[src/pkg/atc_pkg.sv]
/*
  Package for the acquisition trigger control block: register map,
  field positions, reset values, encodings and timing constants.
  Assumes a 32-bit APB slave clocked by pclk at 50 MHz.
*/
package atc_pkg;

  // ----------------------------------------
  // Register byte offsets
  // ----------------------------------------
  localparam logic [7:0] ATC_OFF_CTRL = 8'h00;
  localparam logic [7:0] ATC_OFF_CMD = 8'h04;
  localparam logic [7:0] ATC_OFF_EXPT = 8'h08;
  localparam logic [7:0] ATC_OFF_PERIOD = 8'h0c;
  localparam logic [7:0] ATC_OFF_COUNT = 8'h10;
  localparam logic [7:0] ATC_OFF_STATUS = 8'h14;
  localparam logic [7:0] ATC_OFF_MINPER = 8'h18;

  // ----------------------------------------
  // Control field positions
  // ----------------------------------------
  localparam int ATC_CTRL_MODE_LSB = 0;
  localparam int ATC_CTRL_TRIGON_BIT = 2;
  localparam int ATC_CTRL_SRC_LSB = 4;
  localparam int ATC_CTRL_RISE_BIT = 8;
  localparam int ATC_CTRL_WIDTH_BIT = 9;
  localparam int ATC_CTRL_USEROUT_BIT = 12;

  // Command bits (write one to execute)
  localparam int ATC_CMD_START_BIT = 0;
  localparam int ATC_CMD_STOP_BIT = 1;
  localparam int ATC_CMD_SWTRIG_BIT = 2;

  // ----------------------------------------
  // Reset values
  // ----------------------------------------
  localparam logic [31:0] ATC_CTRL_RST = 32'h0000_0100;
  localparam logic [31:0] ATC_EXPT_RST = 32'h0000_03e8;
  localparam logic [31:0] ATC_PERIOD_RST = 32'h0000_2710;
  localparam logic [15:0] ATC_COUNT_RST = 16'h0001;
  localparam logic [31:0] ATC_MINPER_RST = 32'h0000_0400;

  // ----------------------------------------
  // Timing
  // ----------------------------------------
  localparam int ATC_CLK_MHZ = 50;
  localparam int ATC_READOUT_NS = 200;
  localparam int ATC_READOUT_CYC = (ATC_READOUT_NS * ATC_CLK_MHZ + 999) / 1000;

  // ----------------------------------------
  // Enumerations
  // ----------------------------------------
  typedef enum logic [1:0] {
    ATC_MODE_CONT = 2'h0,
    ATC_MODE_ONE = 2'h1,
    ATC_MODE_BURST = 2'h2
  } atc_mode_t;

  typedef enum logic [2:0] {
    ATC_SRC_SW = 3'h0,
    ATC_SRC_USER = 3'h1,
    ATC_SRC_LINK = 3'h2,
    ATC_SRC_TIMER = 3'h3,
    ATC_SRC_LINE = 3'h4
  } atc_src_t;

  // Gray codes along idle, wait, expose, readout
  typedef enum logic [1:0] {
    ATC_ST_IDLE = 2'b00,
    ATC_ST_WAIT = 2'b01,
    ATC_ST_EXPOSE = 2'b11,
    ATC_ST_READ = 2'b10
  } atc_state_t;

  // Configuration carrier
  typedef struct packed {
    logic user_out;
    logic width_mode;
    logic rise;
    atc_src_t src;
    logic trig_on;
    atc_mode_t mode;
  } atc_cfg_t;

endpackage

[src/rtl/atc_core.sv]
/*
  Acquisition trigger control: arms and disarms acquisition, runs the
  free-run generator or accepts one selected trigger source, and times
  exposure and readout. APB slave for all settings.
  Assumes external pins are asynchronous to pclk; the link and timer
  trigger inputs come from logic already on pclk.
*/
`timescale 1ns/1ps

module atc_core (
  // Clock and reset
  input wire logic pclk,
  input wire logic presetn,
  // APB slave
  input wire logic psel,
  input wire logic penable,
  input wire logic pwrite,
  input wire logic [7:0] paddr,
  input wire logic [31:0] pwdata,
  output logic [31:0] prdata,
  output logic pready,
  output logic pslverr,
  // Trigger sources
  input wire logic coax_link_trigger_source,
  input wire logic timer_output_source,
  input wire logic external_input_line,
  // Sensor side
  output logic exposing,
  output logic reading,
  output logic frame_start,
  output logic armed
);

  // ----------------------------------------
  // Registers and decode
  // ----------------------------------------
  atc_pkg::atc_cfg_t cfg_r;
  logic [31:0] expt_r;
  logic [31:0] period_r;
  logic [15:0] multi_frame_target;
  logic [31:0] minper_r;
  atc_pkg::atc_state_t st_r;
  atc_pkg::atc_state_t st_nxt;
  logic armed_r;
  logic stop_pend_r;
  logic [15:0] frames_r;
  logic [31:0] exp_cnt_r;
  logic [31:0] fr_cnt_r;
  logic [7:0] rd_cnt_r;
  logic [2:0] line_sync_r;
  logic line_prev_r;
  logic link_prev_r;
  logic timer_prev_r;
  logic user_prev_r;
  logic [31:0] prdata_r;
  logic exposing_r;
  logic reading_r;
  logic frame_start_r;

  // Reset settings unpacked by bus position, as for writes
  localparam atc_pkg::atc_cfg_t CFG_RST = '{
    user_out: atc_pkg::ATC_CTRL_RST[atc_pkg::ATC_CTRL_USEROUT_BIT],
    width_mode: atc_pkg::ATC_CTRL_RST[atc_pkg::ATC_CTRL_WIDTH_BIT],
    rise: atc_pkg::ATC_CTRL_RST[atc_pkg::ATC_CTRL_RISE_BIT],
    src: atc_pkg::atc_src_t'(atc_pkg::ATC_CTRL_RST[atc_pkg::ATC_CTRL_SRC_LSB +: 3]),
    trig_on: atc_pkg::ATC_CTRL_RST[atc_pkg::ATC_CTRL_TRIGON_BIT],
    mode: atc_pkg::atc_mode_t'(atc_pkg::ATC_CTRL_RST[atc_pkg::ATC_CTRL_MODE_LSB +: 2])
  };

  wire wr_en = psel && penable && pwrite;
  wire rd_setup = psel && !penable && !pwrite; // Read data latched in setup
  wire hit_ctrl = paddr == atc_pkg::ATC_OFF_CTRL;
  wire hit_cmd = paddr == atc_pkg::ATC_OFF_CMD;
  wire hit_expt = paddr == atc_pkg::ATC_OFF_EXPT;
  wire hit_per = paddr == atc_pkg::ATC_OFF_PERIOD;
  wire hit_cnt = paddr == atc_pkg::ATC_OFF_COUNT;
  wire hit_stat = paddr == atc_pkg::ATC_OFF_STATUS;
  wire hit_min = paddr == atc_pkg::ATC_OFF_MINPER;
  wire cmd_wr = wr_en && hit_cmd;
  wire start_cmd = cmd_wr && pwdata[atc_pkg::ATC_CMD_START_BIT];
  wire stop_cmd = cmd_wr && pwdata[atc_pkg::ATC_CMD_STOP_BIT];
  wire sw_cmd = cmd_wr && pwdata[atc_pkg::ATC_CMD_SWTRIG_BIT];

  // Control fields taken by bit position; the carrier is packed tighter
  // than the bus word, so a plain cast would scramble the fields
  wire [1:0] wr_mode = pwdata[atc_pkg::ATC_CTRL_MODE_LSB +: 2];
  wire [2:0] wr_src = pwdata[atc_pkg::ATC_CTRL_SRC_LSB +: 3];
  wire atc_pkg::atc_cfg_t wr_cfg = '{
    user_out: pwdata[atc_pkg::ATC_CTRL_USEROUT_BIT],
    width_mode: pwdata[atc_pkg::ATC_CTRL_WIDTH_BIT],
    rise: pwdata[atc_pkg::ATC_CTRL_RISE_BIT],
    src: atc_pkg::atc_src_t'(wr_src),
    trig_on: pwdata[atc_pkg::ATC_CTRL_TRIGON_BIT],
    mode: atc_pkg::atc_mode_t'(wr_mode)
  };

  // ----------------------------------------
  // Source selection and edge detect
  // ----------------------------------------
  // Line settled once second and third stages agree
  wire line_now = (line_sync_r[1] == line_sync_r[2]) ? line_sync_r[2] : line_prev_r;
  logic src_lvl;
  logic src_prev;
  always_comb begin
    src_lvl = 1'b0;
    src_prev = 1'b0;
    case (cfg_r.src)
      atc_pkg::ATC_SRC_USER: begin
        src_lvl = cfg_r.user_out;
        src_prev = user_prev_r;
      end
      atc_pkg::ATC_SRC_LINK: begin
        src_lvl = coax_link_trigger_source;
        src_prev = link_prev_r;
      end
      atc_pkg::ATC_SRC_TIMER: begin
        src_lvl = timer_output_source;
        src_prev = timer_prev_r;
      end
      atc_pkg::ATC_SRC_LINE: begin
        src_lvl = line_now;
        src_prev = line_prev_r;
      end
      default: begin
        src_lvl = 1'b0;
        src_prev = 1'b0;
      end
    endcase
  end

  // Active polarity set by activation bit
  wire act_lvl = cfg_r.rise ? src_lvl : !src_lvl;
  wire act_prev = cfg_r.rise ? src_prev : !src_prev;
  wire hw_edge = act_lvl && !act_prev;
  wire hw_end = !act_lvl && act_prev;
  wire is_sw = cfg_r.src == atc_pkg::ATC_SRC_SW;
  // Software source is always timed; width mode only for pin-like sources
  wire width_on = cfg_r.trig_on && cfg_r.width_mode && !is_sw;

  // Free-run period never shorter than the minimum period
  wire [31:0] eff_per = (period_r < minper_r) ? minper_r : period_r;
  wire fr_tick = fr_cnt_r >= eff_per - 32'h1;
  // Only exposure-start trigger exists; one selected source at a time
  wire trig = cfg_r.trig_on ? (is_sw ? sw_cmd : hw_edge) : fr_tick;

  wire in_wait = st_r == atc_pkg::ATC_ST_WAIT;
  wire accept = in_wait && trig && !stop_cmd;
  wire exp_done = width_on ? hw_end : (exp_cnt_r <= 32'h1);
  wire rd_done = rd_cnt_r == 8'h1;
  wire last_frame = (cfg_r.mode == atc_pkg::ATC_MODE_ONE) ||
                    (cfg_r.mode == atc_pkg::ATC_MODE_BURST &&
                     frames_r + 16'h1 >= multi_frame_target);
  wire stop_now = stop_pend_r || stop_cmd;

  // ----------------------------------------
  // Acquisition state machine
  // ----------------------------------------
  always_comb begin
    st_nxt = st_r;
    case (st_r)
      atc_pkg::ATC_ST_IDLE: begin
        if (start_cmd) begin
          st_nxt = atc_pkg::ATC_ST_WAIT;
        end
      end
      atc_pkg::ATC_ST_WAIT: begin
        if (stop_cmd) begin
          st_nxt = atc_pkg::ATC_ST_IDLE;
        end else if (accept) begin
          st_nxt = atc_pkg::ATC_ST_EXPOSE;
        end
      end
      atc_pkg::ATC_ST_EXPOSE: begin
        if (exp_done) begin
          st_nxt = atc_pkg::ATC_ST_READ;
        end
      end
      atc_pkg::ATC_ST_READ: begin
        if (rd_done) begin
          // Finish the frame, then stop or rearm on our own
          st_nxt = (stop_now || last_frame) ? atc_pkg::ATC_ST_IDLE
                                            : atc_pkg::ATC_ST_WAIT;
        end
      end
      default: st_nxt = atc_pkg::ATC_ST_IDLE;
    endcase
  end

  // State, arming and frame count
  always_ff @(posedge pclk or negedge presetn) begin
    if (!presetn) begin
      st_r <= atc_pkg::ATC_ST_IDLE;
      armed_r <= 1'b0;
      stop_pend_r <= 1'b0;
      frames_r <= 16'h0;
    end else begin
      st_r <= st_nxt;
      armed_r <= st_nxt != atc_pkg::ATC_ST_IDLE;
      // Stop during a frame is held until that frame ends
      stop_pend_r <= (st_nxt == atc_pkg::ATC_ST_IDLE) ? 1'b0 : (stop_pend_r | stop_cmd);
      if (st_r == atc_pkg::ATC_ST_IDLE && start_cmd) begin
        frames_r <= 16'h0;
      end else if (st_r == atc_pkg::ATC_ST_READ && rd_done) begin
        frames_r <= frames_r + 16'h1;
      end
    end
  end

  // Exposure, readout and free-run counters
  always_ff @(posedge pclk or negedge presetn) begin
    if (!presetn) begin
      exp_cnt_r <= 32'h0;
      rd_cnt_r <= 8'h0;
      fr_cnt_r <= 32'h0;
    end else begin
      exp_cnt_r <= accept ? expt_r : (exp_cnt_r != 32'h0 ? exp_cnt_r - 32'h1 : 32'h0);
      rd_cnt_r <= (st_r == atc_pkg::ATC_ST_EXPOSE && exp_done) ?
                  8'(atc_pkg::ATC_READOUT_CYC) :
                  (rd_cnt_r != 8'h0 ? rd_cnt_r - 8'h1 : 8'h0);
      // Counts from each start so the rate is kept between frames
      fr_cnt_r <= (!armed_r || fr_tick) ? 32'h0 : fr_cnt_r + 32'h1;
    end
  end

  // Input synchroniser and previous levels
  always_ff @(posedge pclk or negedge presetn) begin
    if (!presetn) begin
      line_sync_r <= 3'h0;
      line_prev_r <= 1'b0;
      link_prev_r <= 1'b0;
      timer_prev_r <= 1'b0;
      user_prev_r <= 1'b0;
    end else begin
      line_sync_r <= {line_sync_r[1:0], external_input_line};
      line_prev_r <= line_now;
      link_prev_r <= coax_link_trigger_source;
      timer_prev_r <= timer_output_source;
      user_prev_r <= cfg_r.user_out;
    end
  end

  // Registered outputs
  always_ff @(posedge pclk or negedge presetn) begin
    if (!presetn) begin
      exposing_r <= 1'b0;
      reading_r <= 1'b0;
      frame_start_r <= 1'b0;
    end else begin
      exposing_r <= st_nxt == atc_pkg::ATC_ST_EXPOSE;
      reading_r <= st_nxt == atc_pkg::ATC_ST_READ;
      frame_start_r <= accept;
    end
  end

  // ----------------------------------------
  // APB register file
  // ----------------------------------------
  wire [31:0] stat_word = {12'h0, frames_r, stop_pend_r, armed_r, 2'(st_r)};
  // Fields put back at their bus positions for readback
  wire [31:0] ctrl_word = (32'(cfg_r.mode) << atc_pkg::ATC_CTRL_MODE_LSB) |
                          (32'(cfg_r.trig_on) << atc_pkg::ATC_CTRL_TRIGON_BIT) |
                          (32'(cfg_r.src) << atc_pkg::ATC_CTRL_SRC_LSB) |
                          (32'(cfg_r.rise) << atc_pkg::ATC_CTRL_RISE_BIT) |
                          (32'(cfg_r.width_mode) << atc_pkg::ATC_CTRL_WIDTH_BIT) |
                          (32'(cfg_r.user_out) << atc_pkg::ATC_CTRL_USEROUT_BIT);
  wire [31:0] rd_mux = hit_ctrl ? ctrl_word :
                       hit_expt ? expt_r :
                       hit_per ? period_r :
                       hit_cnt ? {16'h0, multi_frame_target} :
                       hit_stat ? stat_word :
                       hit_min ? minper_r : 32'h0;

  // Writes take effect at the access edge; zero-wait answer
  always_ff @(posedge pclk or negedge presetn) begin
    if (!presetn) begin
      cfg_r <= CFG_RST;
      expt_r <= atc_pkg::ATC_EXPT_RST;
      period_r <= atc_pkg::ATC_PERIOD_RST;
      multi_frame_target <= atc_pkg::ATC_COUNT_RST;
      minper_r <= atc_pkg::ATC_MINPER_RST;
      prdata_r <= 32'h0;
    end else begin
      if (wr_en && hit_ctrl) begin
        cfg_r <= wr_cfg;
      end
      if (wr_en && hit_expt) begin
        expt_r <= pwdata;
      end
      if (wr_en && hit_per) begin
        period_r <= pwdata;
      end
      if (wr_en && hit_cnt) begin
        multi_frame_target <= pwdata[15:0];
      end
      if (wr_en && hit_min) begin
        minper_r <= pwdata;
      end
      prdata_r <= rd_setup ? rd_mux : prdata_r;
    end
  end

  assign prdata = prdata_r;
  assign pready = 1'b1;
  assign pslverr = 1'b0;
  assign exposing = exposing_r;
  assign reading = reading_r;
  assign frame_start = frame_start_r;
  assign armed = armed_r;
endmodule

[config.mk]
export PLATFORM = sky130hd
export DESIGN_NAME = atc_core
export DESIGN_NICKNAME = d
export VERILOG_FILES = /design/src/pkg/atc_pkg.sv /design/src/rtl/atc_core.sv
export SDC_FILE = /design/constraint.sdc
export NUM_CORES = 1
export LEC_CHECK = 0
export BUFFER_PORTS_ARGS = -buffer_cell sky130_fd_sc_hd__buf_4
export CORE_ASPECT_RATIO = 1.75
export CORE_MARGIN = 2
export CORE_UTILIZATION = 45
export DETAILED_ROUTE_END_ITERATION = 6
export PLACE_DENSITY = 0.59
export REMOVE_ABC_BUFFERS = 1
export SETUP_SLACK_MARGIN = 0.2
export SLEW_MARGIN = 20
export SYNTH_ARGS = -nofsm -noshare
export SYNTH_HDL_FRONTEND = slang
export SYNTH_SLANG_ARGS = --single-unit
[constraint.sdc]
create_clock -name pclk -period 6.95 [get_ports pclk]
set_input_delay 0.3475 -clock pclk [delete_from_list [all_inputs] [get_ports pclk]]
set_output_delay 0.3475 -clock pclk [all_outputs]
set_load 0.05 [all_outputs]
==> qor.yml <==
clocking:
  cts_made_buffers: 25
  cts_tree: "built"
  clkSlewWorstSetupHoldPaths_ns: 0.07
  clkLatencyLatePin_ns: 0.57
  cts.sinks: 255
  cts_buffer_depth: 3
  cts-root-buf: "clkbuf_16"
  h-tree-depth: 1
sta:
  hold_viol: 0
  setup_tns_ns: 0
  setup_viol: 0
  fin_crit_sh_pct: 91.5
  worstMarginPinSlew_ns: 1.07
  max_slew_margin_pct: 28.7
  fin_hold_ws_ns: 0.0322
  timing.fmax_mhz: 157
  rsz0062_at_grt: "no"
  fin_skew_ns: 0.0144
  fin_crit_ns: 6.36
  drv_slew: 0
synth:
  ys_warn_count: 0
  netlist_instances: 1456
  synth_area_leader_cell: "dfrtp_1"
  synth.top_cell.area_share_pct: 40.8
  synth_most_common_cell: "dfrtp_1"
  syn_area_per_cell_um2: 10.2
  synth_common_cells: "241 x dfrtp_1, 147 x nor2_1, 126 x mux2_2"
  ys_ff_latch: 255
  ys_top_cells_by_area: "dfrtp_1 41%, mux2_2 9.6%, ha_1 7.3%"
  synth-edff-count: 0
  ys.flop_type: "dfrtp_1"
  synthArstFlopShare_pct: 100
  ys_types: 70
  seq_area_frac_synth_pct: 43.2
  synthesis.area_mm2: 0.0148
layout:
  antenna_cells: 0
  drive_gt1_share_pct: 21.3
  regArea_mm2: 0.00640
  layout.cells.non_filler: 1970
  utilization_pct: 52.3
  finalNetCount: 1685
  multi_input_area_mm2: 0.00801
  fill_cells: 2924
  final_area_mm2: 0.0169
  area_delta_synth_final_pct: 14.3
floorplanning:
  num_rows: 87
  die-area_mm2: 0.0344
  die_y_um: 244
  io-pin-count: 86
  start_util_pct: 45.8
  fp.dieW_um: 141
  core_mm2: 0.0323
worst_setup_path:
  critPathArrivalTime_ns: 6.81
  slowest_stage: "or4b_1"
  slowest_delay_ns: 0.54
  critPathLaunchType: "flip-flop"
  critPathKind: "reg -> reg"
  crit_chain: "inv_1, ha_1, a21oi_1, o21ai_0, a221oi_1, o21ai_1, a21oi_4, mux2i_2, ha_2, or4b_1, nor3_2, nand2b_1, or3_1, nor3_1, xor2_1, mux2i_1, ha_1, a21o_1, a2111oi_2, o22ai_1, o31ai_4, buf_4, nand3_1, and2_1"
  required_ns: 7.40
  critPathMostFrequentCell: "ha_1"
  cp-end-kind: "flip-flop"
  worstPathMaxFanout: 8
placed_design:
  placedCellCount: 1919
  gp_congestion: 0.928
  portBuffers: 83
  dpl_cell_area_mm2: 0.0160
  hpwl_um: 33800
drt:
  final_antenna_net_count: 0
  drc: 0
  first_pass_iters: 6
  drt_iter0_drc: 809
  routedWlPerCell_um: 23.0
  viasPerCell: 6.02
  wl_um: 45400
  vias: 11900
global_routing:
  grt_antenna_before_repair: 0
  grt_pass1_vias: 12200
  grt_pass1_wl_um: 70200
  grt_overflow: 0
  track_usage_pct: 26.6
  grt_max_degree: 157
worst_hold_path:
  hold_class: "in -> reg"
flow_run:
  drv_cap: 0
power_and_ir_drop:
  max-vdd-ir-drop_v: 0.000189
  power.leakage_nw: 7.77
  power_density_mw_per_mm2: 221
status:
  status: "finished, final reports clean"
layout make-up:
type | instances | area share, %
timing repair buffer | 125 | 5.75
inverter | 59 | 1.31
clock inverter | 11 | 0.710
tap | 400 | 2.96
multi-input combinational | 1085 | 47.4
clock buffer | 35 | 4.04
sequential | 255 | 37.8
cells by family (layout without fill, tap and decap cells):
family	after synthesis	count (layout)	share of synthesized area [%]
other	2	2	0.0507
AND/OR/NAND/NOR	462	462	15.4
flip-flops	255	255	43.2
AO/OA/AOI/OAI	266	266	12.7
buffers and inverters	116	230	3.15
XOR/XNOR	131	131	7.75
multiplexers	137	137	10.3
adder cells (fa/ha/maj)	87	87	7.34
path summary, 6_finish.rpt:
check	end	from	cells after the start	slack, ns
min reg2reg	line_sync_r[1]$_DFF_PN0_	line_sync_r[0]$_DFF_PN0_	0	0.35
max	reading$_DFF_PN0_	minper_r[25]$_DFFE_PN0P_	24	0.59
min	period_r[21]$_DFFE_PN0P_	pwdata[21]	2	0.03
max reg2reg	reading$_DFF_PN0_	minper_r[25]$_DFFE_PN0P_	24	0.59
min in group asynchronous	fr_cnt_r[2]$_DFF_PN0_	presetn	2	0.41
max in group asynchronous	exp_cnt_r[16]$_DFF_PN0_	presetn	3	5.13
layout by cell type (no fill, tap or decap), types with 16 or more instances in the layout:
cell,synthesis,final
ha_1,86,85
a222oi_1,25,25
and3_1,24,24
nand4_1,16,16
inv_1,59,59
o2bb2ai_1,28,28
nor3_1,37,34
dfrtp_1,241,241
a21oi_1,53,52
nor2_1,147,146
xor2_1,49,49
o21ai_0,42,41
clkbuf_16,0,25
nand2_1,101,100
nand3_1,45,45
buf_4,6,118
nor4_1,20,19
mux2_2,126,126
a31oi_1,28,28
a22oi_1,20,20
xnor2_1,82,82
critical path: cells and delay by family (launching register included):
kind / cells / cell delay [ns]
compound gates: 9 / 2.18
flops: 1 / 0.44
xor+xnor: 1 / 0.16
fa+ha+maj: 3 / 0.89
simple gates: 7 / 1.87
mux: 2 / 0.37
buf+inv: 2 / 0.33
power breakdown:
part	internal (W)	total, W	switching, W
clock	0.000766	0.00137	0.000608
combinational	0.000292	0.000762	0.000470
sequential	0.00155	0.00160	0.0000526
total	0.00260	0.00373	0.00113
registers in the layout, indices dropped and copies added, names as in the netlist:
register / cells
fr_cnt_r: 32
armed: 1
expt_r: 32
prdata: 32
reading: 1
frame_start: 1
exposing: 1
user_prev_r: 1
link_prev_r: 1
minper_r: 32
period_r: 32
exp_cnt_r: 32
line_prev_r: 1
stop_pend_r: 1
st_r: 2
cfg_r: 9
line_sync_r: 3
rd_cnt_r: 8
multi_frame_target: 16
frames_r: 16
timer_prev_r: 1
what timing repair did:
action,4_1_cts,5_1_grt
hold buffers,4,0
setup buffers,0,1
hold endpoints to repair,98,0
gates resized for setup,1,12
endpoints found under the setup margin,8,68
pin swaps,0,1
gates cloned,0,0
metrics by stage:
step | total power (W) | setup slack (ns)
after global placement | 0.00236 | 0.345
final | 0.00373 | 0.589
after CTS | 0.00376 | 0.319
after floorplan | 0.00213 | -1.55
after detailed placement | 0.00238 | 0.193
after global routing | 0.00390 | 0.224
routing by layer:
| layer | global-route usage (%) | wire, µm | vias up |
|---|---|---|---|
| met5 | 0 | 0 | - |
| met4 | 18.7 | 3710 | 0 |
| met3 | 2.42 | 1770 | 124 |
| met2 | 48.6 | 23700 | 343 |
| met1 | 28.4 | 16200 | 5892 |
| li1 | - | - | 5495 |
Note: power is estimated with default switching activity, not from simulation.
